$ cat config.mk
export PLATFORM = sky130hd
export DESIGN_NAME = ccpu_channel
export DESIGN_NICKNAME = d
export VERILOG_FILES = /design/src/rtl/ccpu_pkg.sv /design/src/rtl/ccpu_period_timer.sv /design/src/rtl/ccpu_channel.sv
export SDC_FILE = /design/constraint.sdc
export NUM_CORES = 1
export LEC_CHECK = 0
export BUFFER_PORTS_ARGS = -buffer_cell sky130_fd_sc_hd__buf_2
export CAP_MARGIN = 20
export CORE_ASPECT_RATIO = 0.75
export CORE_MARGIN = 1.5
export CORE_UTILIZATION = 60
export DETAILED_ROUTE_END_ITERATION = 10
export PLACE_DENSITY = 0.82
export SYNTH_ARGS = -nofsm -noshare
export SYNTH_HDL_FRONTEND = slang
export SYNTH_HIERARCHICAL = 1
export SYNTH_SLANG_ARGS = --single-unit
$ cat constraint.sdc
create_clock -name clk -period 6.4 [get_ports clk]
set_input_delay 0 -clock clk [delete_from_list [all_inputs] [get_ports clk]]
set_output_delay 0 -clock clk [all_outputs]
set_load 0.01 [all_outputs]
$ cat src/rtl/ccpu_pkg.sv
`default_nettype none
// =====================================================================
// Shared constants for the capture/compare/PWM channel
// =====================================================================
package ccpu_pkg;

    // =================================================================
    // Register offsets on the plain register port
    // =================================================================
    localparam logic [2:0] OFF_CTRL      = 3'h0; // Channel control
    localparam logic [2:0] OFF_VAL_LOW   = 3'h1; // Channel value, low byte
    localparam logic [2:0] OFF_VAL_HIGH  = 3'h2; // Channel value, high byte
    localparam logic [2:0] OFF_PER_LIMIT = 3'h3; // Period limit
    localparam logic [2:0] OFF_PER_CTRL  = 3'h4; // Period timer control
    localparam logic [2:0] OFF_PER_COUNT = 3'h5; // Period timer count
    localparam logic [2:0] OFF_STATUS    = 3'h6; // Sticky flags, write 1 clears

    // =================================================================
    // Field positions
    // =================================================================
    localparam int CTRL_MODE_LSB  = 0; // Mode field, four bits
    localparam int CTRL_DUTY_LSB  = 4; // Duty low bits, two bits
    localparam int PCTL_PRE_LSB   = 0; // Prescale select, two bits
    localparam int PCTL_RUN_BIT   = 2; // Period timer run
    localparam int PCTL_POST_LSB  = 3; // Postscale select, four bits
    localparam int STAT_EVENT_BIT = 0; // Channel event flag
    localparam int STAT_MATCH_BIT = 1; // Period match flag

    // =================================================================
    // Reset values
    // =================================================================
    localparam logic [7:0] RST_CTRL      = 8'h00;
    localparam logic [7:0] RST_VALUE     = 8'h00;
    localparam logic [7:0] RST_PER_LIMIT = 8'hFF;
    localparam logic [6:0] RST_PER_CTRL  = 7'h00;
    localparam logic [7:0] RST_PER_COUNT = 8'h00;
    localparam logic [7:0] RST_PRESCALE  = 8'h00;
    localparam logic [3:0] RST_CAP_COUNT = 4'h0;

    // =================================================================
    // Counts
    // =================================================================
    localparam logic [3:0] CAP_DIV4_LAST  = 4'h3; // Fourth rising edge
    localparam logic [3:0] CAP_DIV16_LAST = 4'hF; // Sixteenth rising edge

    // =================================================================
    // Channel modes
    // =================================================================
    typedef enum logic [3:0] {
        MODE_OFF       = 4'b0000,
        MODE_CMP_TOG   = 4'b0010,
        MODE_CAP_FALL  = 4'b0100,
        MODE_CAP_RISE  = 4'b0101,
        MODE_CAP_RISE4 = 4'b0110,
        MODE_CAP_RISE16 = 4'b0111,
        MODE_CMP_SET   = 4'b1000,
        MODE_CMP_CLR   = 4'b1001,
        MODE_CMP_SOFT  = 4'b1010,
        MODE_CMP_TRIG  = 4'b1011,
        MODE_PWM       = 4'b1100
    } ccpu_mode_e;

endpackage : ccpu_pkg
`default_nettype wire

$ cat src/rtl/ccpu_period_timer.sv
`default_nettype none
// =====================================================================
// Eight-bit period timer with prescaler and ten-bit time base
// =====================================================================
module ccpu_period_timer (
    input  wire logic       clk,
    input  wire logic       resetn,
    input  wire logic       run,          // Timer enabled and not asleep
    input  wire logic [1:0] prescale,     // 4, 16, 64 or 256 clocks per count
    input  wire logic [7:0] period_limit, // Last count of a period
    input  wire logic       count_wr,     // Software loads the count
    input  wire logic [7:0] count_wdata,  // Value loaded
    output logic      [7:0] count,        // Period timer count
    output logic      [9:0] time_base,    // Count with two fraction bits
    output logic            period_end    // One-cycle pulse at wrap
);

    // =================================================================
    // Prescaler: clock cycles per count are 4, 16, 64 or 256
    // =================================================================
    logic [7:0] pre_q;     // Free prescaler count
    logic [7:0] pre_last;  // Terminal value for this setting
    logic       tick;      // Count advances this cycle

    // One prescaler serves all settings; its top used bits are the fraction
    always_comb begin
        unique case (prescale)
            2'b00: pre_last = 8'h03;
            2'b01: pre_last = 8'h0F;
            2'b10: pre_last = 8'h3F;
            2'b11: pre_last = 8'hFF;
        endcase
    end

    assign tick       = run && ((pre_q & pre_last) == pre_last);
    assign period_end = tick && (count == period_limit);

    // Fraction bits come from the prescaler position of the setting
    always_comb begin
        unique case (prescale)
            2'b00: time_base = {count, pre_q[1:0]};
            2'b01: time_base = {count, pre_q[3:2]};
            2'b10: time_base = {count, pre_q[5:4]};
            2'b11: time_base = {count, pre_q[7:6]};
        endcase
    end

    // Prescaler is cleared by a count write so the first step is whole
    always_ff @(posedge clk) begin
        if (!resetn || count_wr) begin
            pre_q <= ccpu_pkg::RST_PRESCALE;
        end else if (tick) begin
            pre_q <= 8'h00;
        end else if (run) begin
            pre_q <= pre_q + 8'h01;
        end
    end

    // Count: wraps to zero on the step after the limit
    always_ff @(posedge clk) begin
        if (!resetn) begin
            count <= ccpu_pkg::RST_PER_COUNT;
        end else if (count_wr) begin
            count <= count_wdata;
        end else if (period_end) begin
            count <= 8'h00;
        end else if (tick) begin
            count <= count + 8'h01;
        end
    end

endmodule : ccpu_period_timer
`default_nettype wire

$ cat src/rtl/ccpu_channel.sv
`default_nettype none
// =====================================================================
// Capture/compare/PWM channel
// =====================================================================
module ccpu_channel (
    input  wire logic        clk,
    input  wire logic        resetn,
    // Register port
    input  wire logic [2:0]  reg_addr,
    input  wire logic [7:0]  reg_wdata,
    input  wire logic        reg_we,
    input  wire logic        reg_re,
    output logic      [7:0]  reg_rdata,
    // Wide timer, same clock domain
    input  wire logic [15:0] wide_timer_value,
    input  wire logic        wide_timer_tick,
    output logic             wide_timer_clear,
    // Converter and system
    output logic             adc_trigger,
    input  wire logic        sleep,
    // Channel pin
    input  wire logic        channel_pin_in,
    output logic             channel_pin_out,
    output logic             channel_pin_oe
);

    // =================================================================
    // Mode decoding
    // =================================================================
    // Capture modes share the 01xx codes
    function automatic logic is_capture(input logic [3:0] m);
        return m[3:2] == 2'b01;
    endfunction : is_capture

    // PWM owns every 11xx code
    function automatic logic is_pwm(input logic [3:0] m);
        return m[3:2] == 2'b11;
    endfunction : is_pwm

    // Compare modes, including the two that leave the pin alone
    function automatic logic is_compare(input logic [3:0] m);
        return (m == 4'b0010) || (m[3:2] == 2'b10);
    endfunction : is_compare

    // =================================================================
    // Registers
    // =================================================================
    logic [7:0] ctrl_q;        // Channel control register
    logic [7:0] val_low_q;     // Channel value, low byte
    logic [7:0] val_high_q;    // Channel value, high byte
    logic [7:0] per_limit_q;   // Period limit register
    logic [6:0] per_ctrl_q;    // Period timer control register
    logic       event_flag_q;  // Channel event flag
    logic       match_flag_q;  // Period match flag
    logic [3:0] post_cnt_q;    // Postscale count toward the match flag
    logic [1:0] duty_lat_q;    // Buffered duty low bits
    logic [3:0] cap_cnt_q;     // Capture event prescaler
    logic [2:0] pin_sync_q;    // Two-stage sync plus edge history
    logic       match_q;       // Compare match seen last cycle
    logic       cmp_latch_q;   // Compare output latch
    logic       pwm_q;         // PWM output level

    logic [3:0] mode;          // Mode field
    logic [1:0] duty_low;      // Duty low bits field
    logic       wr_ctrl;       // Write strobes per register
    logic       wr_low;
    logic       wr_high;
    logic       wr_limit;
    logic       wr_pctrl;
    logic       wr_count;
    logic       wr_status;

    assign mode      = ctrl_q[ccpu_pkg::CTRL_MODE_LSB +: 4];
    assign duty_low  = ctrl_q[ccpu_pkg::CTRL_DUTY_LSB +: 2];
    assign wr_ctrl   = reg_we && (reg_addr == ccpu_pkg::OFF_CTRL);
    assign wr_low    = reg_we && (reg_addr == ccpu_pkg::OFF_VAL_LOW);
    assign wr_high   = reg_we && (reg_addr == ccpu_pkg::OFF_VAL_HIGH);
    assign wr_limit  = reg_we && (reg_addr == ccpu_pkg::OFF_PER_LIMIT);
    assign wr_pctrl  = reg_we && (reg_addr == ccpu_pkg::OFF_PER_CTRL);
    assign wr_count  = reg_we && (reg_addr == ccpu_pkg::OFF_PER_COUNT);
    assign wr_status = reg_we && (reg_addr == ccpu_pkg::OFF_STATUS);

    // =================================================================
    // Period timer
    // =================================================================
    logic [7:0] per_count;     // Period timer count
    logic [9:0] time_base;     // Ten-bit PWM time base
    logic       period_end;    // Period wrap pulse

    // Period timer holds its count while asleep
    ccpu_period_timer u_period_timer (
        .clk          (clk),
        .resetn       (resetn),
        .run          (per_ctrl_q[ccpu_pkg::PCTL_RUN_BIT] && !sleep),
        .prescale     (per_ctrl_q[ccpu_pkg::PCTL_PRE_LSB +: 2]),
        .period_limit (per_limit_q),
        .count_wr     (wr_count),
        .count_wdata  (reg_wdata),
        .count        (per_count),
        .time_base    (time_base),
        .period_end   (period_end)
    );

    // =================================================================
    // Pin input synchroniser and capture event
    // =================================================================
    logic rise;                // Synced rising edge
    logic fall;                // Synced falling edge
    logic cap_event;           // Selected capture event

    // Pin is asynchronous; stage 0 feeds only stage 1
    always_ff @(posedge clk) begin
        if (!resetn) begin
            pin_sync_q <= 3'b000;
        end else begin
            pin_sync_q <= {pin_sync_q[1:0], channel_pin_in};
        end
    end

    assign rise = pin_sync_q[1] && !pin_sync_q[2];
    assign fall = !pin_sync_q[1] && pin_sync_q[2];

    // Event select; sleep does not gate capture
    always_comb begin
        unique case (mode)
            ccpu_pkg::MODE_CAP_FALL:   cap_event = fall;
            ccpu_pkg::MODE_CAP_RISE:   cap_event = rise;
            ccpu_pkg::MODE_CAP_RISE4:
                cap_event = rise && (cap_cnt_q[1:0] == ccpu_pkg::CAP_DIV4_LAST[1:0]);
            ccpu_pkg::MODE_CAP_RISE16:
                cap_event = rise && (cap_cnt_q == ccpu_pkg::CAP_DIV16_LAST);
            default:                   cap_event = 1'b0;
        endcase
    end

    // Prescaler counts rising edges; a switch between divide settings
    // keeps the count, so software zeroes the control first
    always_ff @(posedge clk) begin
        if (!resetn || !is_capture(mode)) begin
            cap_cnt_q <= ccpu_pkg::RST_CAP_COUNT;
        end else if (cap_event) begin
            cap_cnt_q <= 4'h0;
        end else if (rise) begin
            cap_cnt_q <= cap_cnt_q + 4'h1;
        end
    end

    // =================================================================
    // Compare
    // =================================================================
    logic match_now;           // Timer equals channel value
    logic match_hit;           // New match this cycle

    // Compare runs on the system clock and stops in sleep
    assign match_now = is_compare(mode) && !sleep
                       && (wide_timer_value == {val_high_q, val_low_q});
    assign match_hit = match_now && !match_q;

    // One hit per match; the timer dwells on a value for many cycles
    always_ff @(posedge clk) begin
        if (!resetn) begin
            match_q <= 1'b0;
        end else begin
            match_q <= match_now;
        end
    end

    // Compare output latch
    always_ff @(posedge clk) begin
        if (!resetn || (wr_ctrl && reg_wdata == 8'h00)) begin
            cmp_latch_q <= 1'b0;
        end else if (match_hit) begin
            unique case (mode)
                ccpu_pkg::MODE_CMP_TOG: cmp_latch_q <= !cmp_latch_q;
                ccpu_pkg::MODE_CMP_SET: cmp_latch_q <= 1'b1;
                ccpu_pkg::MODE_CMP_CLR: cmp_latch_q <= 1'b0;
                default:                cmp_latch_q <= cmp_latch_q;
            endcase
        end
    end

    // Conversion trigger pulse, one cycle after the match
    always_ff @(posedge clk) begin
        if (!resetn) begin
            adc_trigger <= 1'b0;
        end else begin
            adc_trigger <= match_hit && (mode == ccpu_pkg::MODE_CMP_TRIG);
        end
    end

    // Timer clear request: held until the timer's next tick, dropped
    // if the match goes away first. It is a separate line from the
    // overflow path, so the timer's overflow flag stays untouched.
    always_ff @(posedge clk) begin
        if (!resetn) begin
            wide_timer_clear <= 1'b0;
        end else if (match_hit && mode == ccpu_pkg::MODE_CMP_TRIG) begin
            wide_timer_clear <= 1'b1;
        end else if (wide_timer_tick || !match_now) begin
            wide_timer_clear <= 1'b0;
        end
    end

    // =================================================================
    // Channel event flag
    // =================================================================
    // Set wins over a clearing write in the same cycle. A mode change
    // can see a stale edge and flag falsely; software clears it
    always_ff @(posedge clk) begin
        if (!resetn) begin
            event_flag_q <= 1'b0;
        end else if (cap_event || match_hit) begin
            event_flag_q <= 1'b1;
        end else if (wr_status && reg_wdata[ccpu_pkg::STAT_EVENT_BIT]) begin
            event_flag_q <= 1'b0;
        end
    end

    // =================================================================
    // PWM
    // =================================================================
    logic [9:0] duty_next;     // Duty as software wrote it
    logic       duty_hit;      // Time base sits at the buffered duty

    assign duty_next = {val_low_q, duty_low};
    // The pin level masks the hit cycle; a registered clear alone
    // would stretch every pulse by one clock
    assign duty_hit  = (time_base == {val_high_q, duty_lat_q});

    // Pin set at the wrap unless the duty is zero, cleared at the duty
    always_ff @(posedge clk) begin
        if (!resetn || !is_pwm(mode)) begin
            pwm_q <= 1'b0;
        end else if (period_end) begin
            pwm_q <= (duty_next != 10'h000);
        end else if (duty_hit) begin
            pwm_q <= 1'b0;
        end
    end

    // Low duty bits are double buffered like the high byte
    always_ff @(posedge clk) begin
        if (!resetn) begin
            duty_lat_q <= 2'b00;
        end else if (period_end && is_pwm(mode)) begin
            duty_lat_q <= duty_low;
        end
    end

    // Period match flag through the postscaler; set wins over clear
    always_ff @(posedge clk) begin
        if (!resetn) begin
            post_cnt_q   <= 4'h0;
            match_flag_q <= 1'b0;
        end else if (period_end && post_cnt_q == per_ctrl_q[ccpu_pkg::PCTL_POST_LSB +: 4]) begin
            post_cnt_q   <= 4'h0;
            match_flag_q <= 1'b1;
        end else begin
            if (period_end) begin
                post_cnt_q <= post_cnt_q + 4'h1;
            end
            // A clear is not lost to a wrap that leaves the flag alone
            if (wr_status && reg_wdata[ccpu_pkg::STAT_MATCH_BIT]) begin
                match_flag_q <= 1'b0;
            end
        end
    end

    // =================================================================
    // Pin drive
    // =================================================================
    // Software and trigger compare modes leave the pin to the port
    always_ff @(posedge clk) begin
        if (!resetn) begin
            channel_pin_out <= 1'b0;
            channel_pin_oe  <= 1'b0;
        end else begin
            channel_pin_out <= is_pwm(mode) ? (pwm_q && !duty_hit) : cmp_latch_q;
            channel_pin_oe  <= is_pwm(mode) || mode == ccpu_pkg::MODE_CMP_TOG
                               || mode == ccpu_pkg::MODE_CMP_SET
                               || mode == ccpu_pkg::MODE_CMP_CLR;
        end
    end

    // =================================================================
    // Register writes
    // =================================================================
    // Control and period registers
    always_ff @(posedge clk) begin
        if (!resetn) begin
            ctrl_q      <= ccpu_pkg::RST_CTRL;
            per_limit_q <= ccpu_pkg::RST_PER_LIMIT;
            per_ctrl_q  <= ccpu_pkg::RST_PER_CTRL;
        end else begin
            if (wr_ctrl) begin
                ctrl_q <= {2'b00, reg_wdata[5:0]};
            end
            if (wr_limit) begin
                per_limit_q <= reg_wdata;
            end
            if (wr_pctrl) begin
                per_ctrl_q <= reg_wdata[6:0];
            end
        end
    end

    // Value pair: capture beats a same-cycle software write
    always_ff @(posedge clk) begin
        if (!resetn) begin
            val_low_q  <= ccpu_pkg::RST_VALUE;
            val_high_q <= ccpu_pkg::RST_VALUE;
        end else if (cap_event) begin
            val_low_q  <= wide_timer_value[7:0];
            val_high_q <= wide_timer_value[15:8];
        end else begin
            if (wr_low) begin
                val_low_q <= reg_wdata;
            end
            if (is_pwm(mode)) begin
                if (period_end) begin
                    val_high_q <= val_low_q;
                end
            end else if (wr_high) begin
                val_high_q <= reg_wdata;
            end
        end
    end

    // =================================================================
    // Register reads, data one cycle after the strobe
    // =================================================================
    always_ff @(posedge clk) begin
        if (!resetn || !reg_re) begin
            reg_rdata <= 8'h00;
        end else begin
            unique case (reg_addr)
                ccpu_pkg::OFF_CTRL:      reg_rdata <= ctrl_q;
                ccpu_pkg::OFF_VAL_LOW:   reg_rdata <= val_low_q;
                ccpu_pkg::OFF_VAL_HIGH:  reg_rdata <= val_high_q;
                ccpu_pkg::OFF_PER_LIMIT: reg_rdata <= per_limit_q;
                ccpu_pkg::OFF_PER_CTRL:  reg_rdata <= {1'b0, per_ctrl_q};
                ccpu_pkg::OFF_PER_COUNT: reg_rdata <= per_count;
                ccpu_pkg::OFF_STATUS:    reg_rdata <= {6'h00, match_flag_q, event_flag_q};
                default:                 reg_rdata <= 8'h00;
            endcase
        end
    end

endmodule : ccpu_channel
`default_nettype wire

* Yosys cells after proc, flatten, opt, wreduce, memory -nomap -nowiden
Cells that the tools add are included.
** Word-level totals
- Bits in latches :: 0
- Memories :: 0
- Register bits after elaboration :: 83
- Bits in read-only memories :: 0
- Output and inout port bits :: 12
- Memory bits (writable) :: 0
- Input port bits :: 34
- Word-level logic and storage cells :: 141
** Cells by class
- Reductions and logical operators :: 63
- Add/sub/neg operators :: 4
- Equality and inequality tests :: 28
- Div/mod/pow operators :: 0
- Mux-type cells :: 23
- Shifts and indexed selects :: 0
- $lt $le $gt $ge :: 0
- Multiply operators :: 0
- Bitwise operators :: 2
** Operator list (number)
- 8-bit 2-to-1 mux :: 9
- 8-bit case mux with 7 select lines :: 1
- 10-bit case mux with 4 select lines :: 1
- 8-bit case mux with 4 select lines :: 1
- 1-bit logical AND :: 24
- 8-bit by 1-bit adder with 8-bit output (second input constant) :: 2
- 16-bit == test :: 1
- 4-bit by 3-bit == test with 1-bit output (second input constant) :: 4
- 4-bit == test (second input constant) :: 4
- 8-bit == test :: 2
- 1-bit zero test :: 11
- 1-bit logical OR :: 11
- 10-bit == test :: 1
- 2-bit == test (second input constant) :: 5
- 10-bit nonzero test :: 1
- 2-bit nonzero test :: 5
- 3-bit == test (second input constant) :: 3
- 1-bit 2-to-1 mux :: 9
- 3-bit nonzero test :: 3
- 4-bit by 1-bit adder with 4-bit output (second input constant) :: 2
- 8-bit AND :: 1
- 8-bit zero test :: 1
- 3-bit by 2-bit == test with 1-bit output (second input constant) :: 2
- 2-bit OR reduction :: 3
- 11 further kinds :: 13

* Logic depth before layout (Yosys ltp)
- Word-level depth :: 9
- Gate-level depth with buffers :: 11
- Depth with buffers taken out :: 8

* Hierarchy
Netlist, hierarchy kept.
** Modules (own cells, without submodules)
- ccpu_channel :: instances 1, cells an instance 412, area an instance 3679.8 µm², sequential area each 1341.3 µm²
- ccpu_period_timer :: instances 1, cells an instance 140, area an instance 1178.6 µm², sequential area each 320.3 µm²

* Worst setup path before layout
Ideal clock, no wire load.
- Path kind :: register to register
- Start point :: register per_ctrl_q[2]
- End point :: register val_high_q[0]
- Clock period less this slack :: 2.582 ns
- Required time :: 6.268 ns
- Stages on the path, launching flop included :: 12
- Slack :: 3.818 ns
- Path buffers :: 3
- Arrival time :: 2.450 ns
- Setup time :: 0.132 ns
- Cells stage by stage :: dfxtp_1 > nor2b_1 > nand2_4 > a2111o_1 > buf_6 > nor2_1 > clkbuf_1 > nand2_1 > o31ai_4 > or2b_1 > buf_2 > o32ai_2
** Between the ends
- Word-level cells in the longest chain between the ends :: 5
** Ends and longest elaborated chain
- from (decl) :: line ccpu_channel.sv:52 : logic [6:0] per_ctrl_q;
- from (signal assigned) :: line ccpu_channel.sv:293 : per_ctrl_q <= ccpu_pkg::RST_PER_CTRL;
- from (signal assigned) :: line ccpu_channel.sv:302 : per_ctrl_q <= reg_wdata[6:0];
- 1-bit logical AND :: line ccpu_channel.sv:94 : .run (per_ctrl_q[ccpu_pkg::PCTL_RUN_BIT] && !sleep),
- 1-bit logical AND :: line ccpu_period_timer.sv:35 : assign tick = run && ((pre_q & pre_last) == pre_last);
- 1-bit logical AND :: line ccpu_period_timer.sv:36 : assign period_end = tick && (count == period_limit);
- net period_end :: line ccpu_channel.sv:88 : logic period_end;
- 3-bit != test (no line)
- 2-bit AND reduction (no line)
- to (signal assigned) :: line ccpu_channel.sv:311 : val_high_q <= ccpu_pkg::RST_VALUE;
- to (signal assigned) :: line ccpu_channel.sv:314 : val_high_q <= wide_timer_value[15:8];
- to (signal assigned) :: line ccpu_channel.sv:321 : val_high_q <= val_low_q;
- to (decl) :: line ccpu_channel.sv:50 : logic [7:0] val_high_q;
The timed path passes the listed nets, and every way through them passes these cells.
A chain may end at the register's enable or synchronous reset.

* Final worst setup path
- Start point :: register per_ctrl_q[2]
- End point :: register val_high_q[2]
The elaborated chain is that of the path after synthesis.

==> flow_metrics.tcl <==
set metrics [dict create \
    reg2reg_slack_ns 3.05 \
    register_area_um2 1660 \
    clk_latency_ns 0.38 \
    vdd_drop_max_uv 171 \
    cts_hold_buf 21 \
    cts_tree "built" \
    cp_slowest_stage_delay_ns 0.62 \
    grt_pass1_wl_um 21200 \
    worstHoldPathType "in2reg" \
    crit_family "simple AND/OR/NAND/NOR gates" \
    drt-vias-per-instance 6.23 \
    p_per_area_nw_per_um2 195 \
    syn-num-nets 590 \
    p_leak_nw 1.95 \
    dr.pass1.iters 7 \
    vias 4364 \
    worstSetupStartpointType "flip-flop" \
    synth-edff-count 0 \
    crit_chain "nor2b_1 -> nand2_4 -> a2111o_1 -> nor2_1 -> nand2_1 -> o31ai_4 -> or2b_1 -> o32ai_2" \
    setup_violations 0 \
    grt_overflow_total 0 \
    worst_pin_slew_ns 1.04 \
    clock_sinks 83 \
    gr-usage-met3_pct 10.0 \
    drt_iter0_markers 431 \
    root_buffer "clkbuf_8" \
    core_um2 7880 \
    cp_data_arrival_time_ns 3.61 \
    die_area_um2 8650 \
    numCtsBuffers 9 \
    relSlewSlack_pct 30.5 \
    ioPinCount 46 \
    clkTransAtPathRegs_ns 0.09 \
    grt_most_used_layer "met2" \
    num-nets-final 628 \
    cts_htree_levels 3 \
    clock_path_buffers 2 \
    period_share_pct 52.4 \
    antenna_left 0 \
    chipWidth_um 107 \
    antenna_found_initial 0 \
    synth_flop_cell "dfxtp_1" \
    grt_max_degree 36 \
    ys_async_sr_fraction_pct 0 \
    use_met2_pct 51.1 \
    cts_resized 0 \
    avgRoutedWirePerCell_um 19.2 \
    rsz0062_at_grt "no" \
    final_layout_size_suffix_gt1_share_pct 16.3 \
    grt_use_met1_pct 43.1 \
    io_buffers 45 \
    fillerInstances 650 \
    synthCells 552 \
    gr-usage-all-layers_pct 32.6 \
    worst_ep_required_time_ns 6.65 \
    multi_input_area_um2 2900 \
    route.detailed.drc 0 \
    fin_hold_ws_ns 0.0183 \
    path_class "reg2reg" \
    layout_commonest_cell "dfxtp_1" \
    yosysUniqueCellTypes 67 \
    status "finished clean" \
    report.final.slew_viol_count 0 \
    ys_warn_count 6 \
    cts_setup_buffers 0 \
    clock_skew_ns 0.00977 \
    gp_congestion 0.948 \
    area_growth_pct 10.2 \
    dp_hpwl_um 9290 \
    final_cell_mix "dfxtp_1 (83), nor2_1 (62), nand2_1 (60)" \
    netlist_area_um2 4860 \
    diodes 0 \
    cp_slowest_cell "a2111o_1" \
    syn_avg_cell_area_um2 8.80 \
    die_h_um 80.9 \
    num_rows 28 \
    path_buf_inv 0 \
    finalHoldViolCount 0 \
    initial_utilization_pct 61.6 \
    fmax_mhz 298 \
    ys_seq_area_share_pct 34.2 \
    setup_tns_ns 0 \
    wl_um 13500 \
    max_cap_viol_count 0 \
    final.min_clock_period_ns 3.35 \
    endpoint_kind "flip-flop" \
    grt_pass1_vias 4053 \
    ys_ff_latch 83 \
    cp_max_fo 11 \
]
-- cells by family (layout without fill, tap and decap cells) --
family,Yosys count,after routing,share of synthesized area [%]
mux,34,34,8.78
simple gates,222,222,23.0
compound gates,104,104,17.6
fa+ha+maj,4,4,1.03
buf+inv,53,96,6.03
xor+xnor,52,52,9.37
flops,83,83,34.2
-- layer usage --
layer  wire length, um  part of all wire, %
met5                 0                    0
met1              5860                   43
met2              6120                   45
met4               276                  2.1
met3              1210                  9.0
-- worst reg2reg max path: cells and delay by family (launching register included) --
family	cells	cell delay, ns
DFF	1	0.36
AOI/OAI and AO/OA	3	0.92
and+or+nand+nor	5	1.95
-- worst paths after layout --
| path | from | end | cells past startpoint |
|---|---|---|---|
| setup / recovery | per_ctrl_q[2] | val_high_q[2] | 8 |
| hold / removal | wide_timer_value[9] | val_high_q[1] | 3 |
| hold reg to reg | pin_sync_q[0] | pin_sync_q[1] | 1 |
| setup reg to reg | per_ctrl_q[2] | val_high_q[2] | 8 |
-- layout make-up --
cell class / count / area share, %
clock buffers: 10 / 2.38
flip-flops and latches: 83 / 31.0
multi-input cells: 416 / 54.2
repair buffers: 66 / 8.13
well taps: 105 / 2.45
clock inverters: 6 / 0.771
inverters: 14 / 0.982
-- metrics by stage --
stage	setup WS, ns	instances	power (W)	instance area (um^2)	util [%]
after floorplan	3.82	552	0.000664	4860	-
after global placement	3.26	663	0.000695	4970	63.1
after detailed placement	3.16	663	0.000698	4970	63.1
after global routing	2.77	700	0.00108	5350	67.9
after CTS	3.11	700	0.00104	5350	67.9
final	3.05	700	0.00104	5350	67.9
-- report_power, final --
group          internal (W)  total, W  switching (W)
Sequential         0.000531  0.000559      0.0000284
Clock              0.000141  0.000343       0.000203
Combinational     0.0000660  0.000142      0.0000758
Total              0.000738   0.00104       0.000307
-- synthesized netlist by cell type, drive strengths merged, types with 2 or more instances --
| cell | instances | share of area [%] |
|---|---|---|
| a211oi | 17 | 2.9 |
| a21oi | 21 | 2.2 |
| a22o | 2 | 0.36 |
| a22oi | 6 | 0.93 |
| a31o | 2 | 0.36 |
| a31oi | 8 | 1.0 |
| a32oi | 3 | 0.54 |
| and2 | 13 | 1.7 |
| and3 | 5 | 0.64 |
| buf | 27 | 4.0 |
| clkbuf | 12 | 0.93 |
| dfxtp | 83 | 34 |
| ha | 4 | 1.0 |
| inv | 14 | 1.1 |
| mux2 | 6 | 1.4 |
| mux2i | 22 | 4.5 |
| mux4 | 6 | 2.9 |
| nand2 | 62 | 5.1 |
| nand2b | 5 | 0.85 |
| nand3 | 23 | 2.4 |
| nand4 | 13 | 1.7 |
| nor2 | 63 | 4.9 |
| nor2b | 8 | 1.0 |
| nor3 | 8 | 0.93 |
| nor3b | 4 | 0.85 |
| nor4 | 7 | 0.90 |
| nor4b | 2 | 0.67 |
| o2111ai | 3 | 0.54 |
| o211ai | 7 | 1.1 |
| o21ai | 12 | 1.5 |
| o31ai | 3 | 1.0 |
| o32ai | 8 | 2.5 |
| or2 | 2 | 0.26 |
| or2b | 2 | 0.31 |
| or3 | 2 | 0.26 |
| xnor2 | 38 | 6.9 |
| xor2 | 14 | 2.5 |
-- state kept, by name, summed over array words and instances (netlist names) --
register / flops
u_period_timer/count: 8
cap_cnt_q: 4
channel_pin_oe: 1
val_high_q: 8
channel_pin_out: 1
event_flag_q: 1
pin_sync_q: 3
per_ctrl_q: 7
pwm_q: 1
match_flag_q: 1
match_q: 1
val_low_q: 8
adc_trigger: 1
cmp_latch_q: 1
ctrl_q: 6
post_cnt_q: 4
duty_lat_q: 2
reg_rdata: 8
per_limit_q: 8
wide_timer_clear: 1
u_period_timer/pre_q: 8
Note: power is estimated with default switching activity, not from simulation.
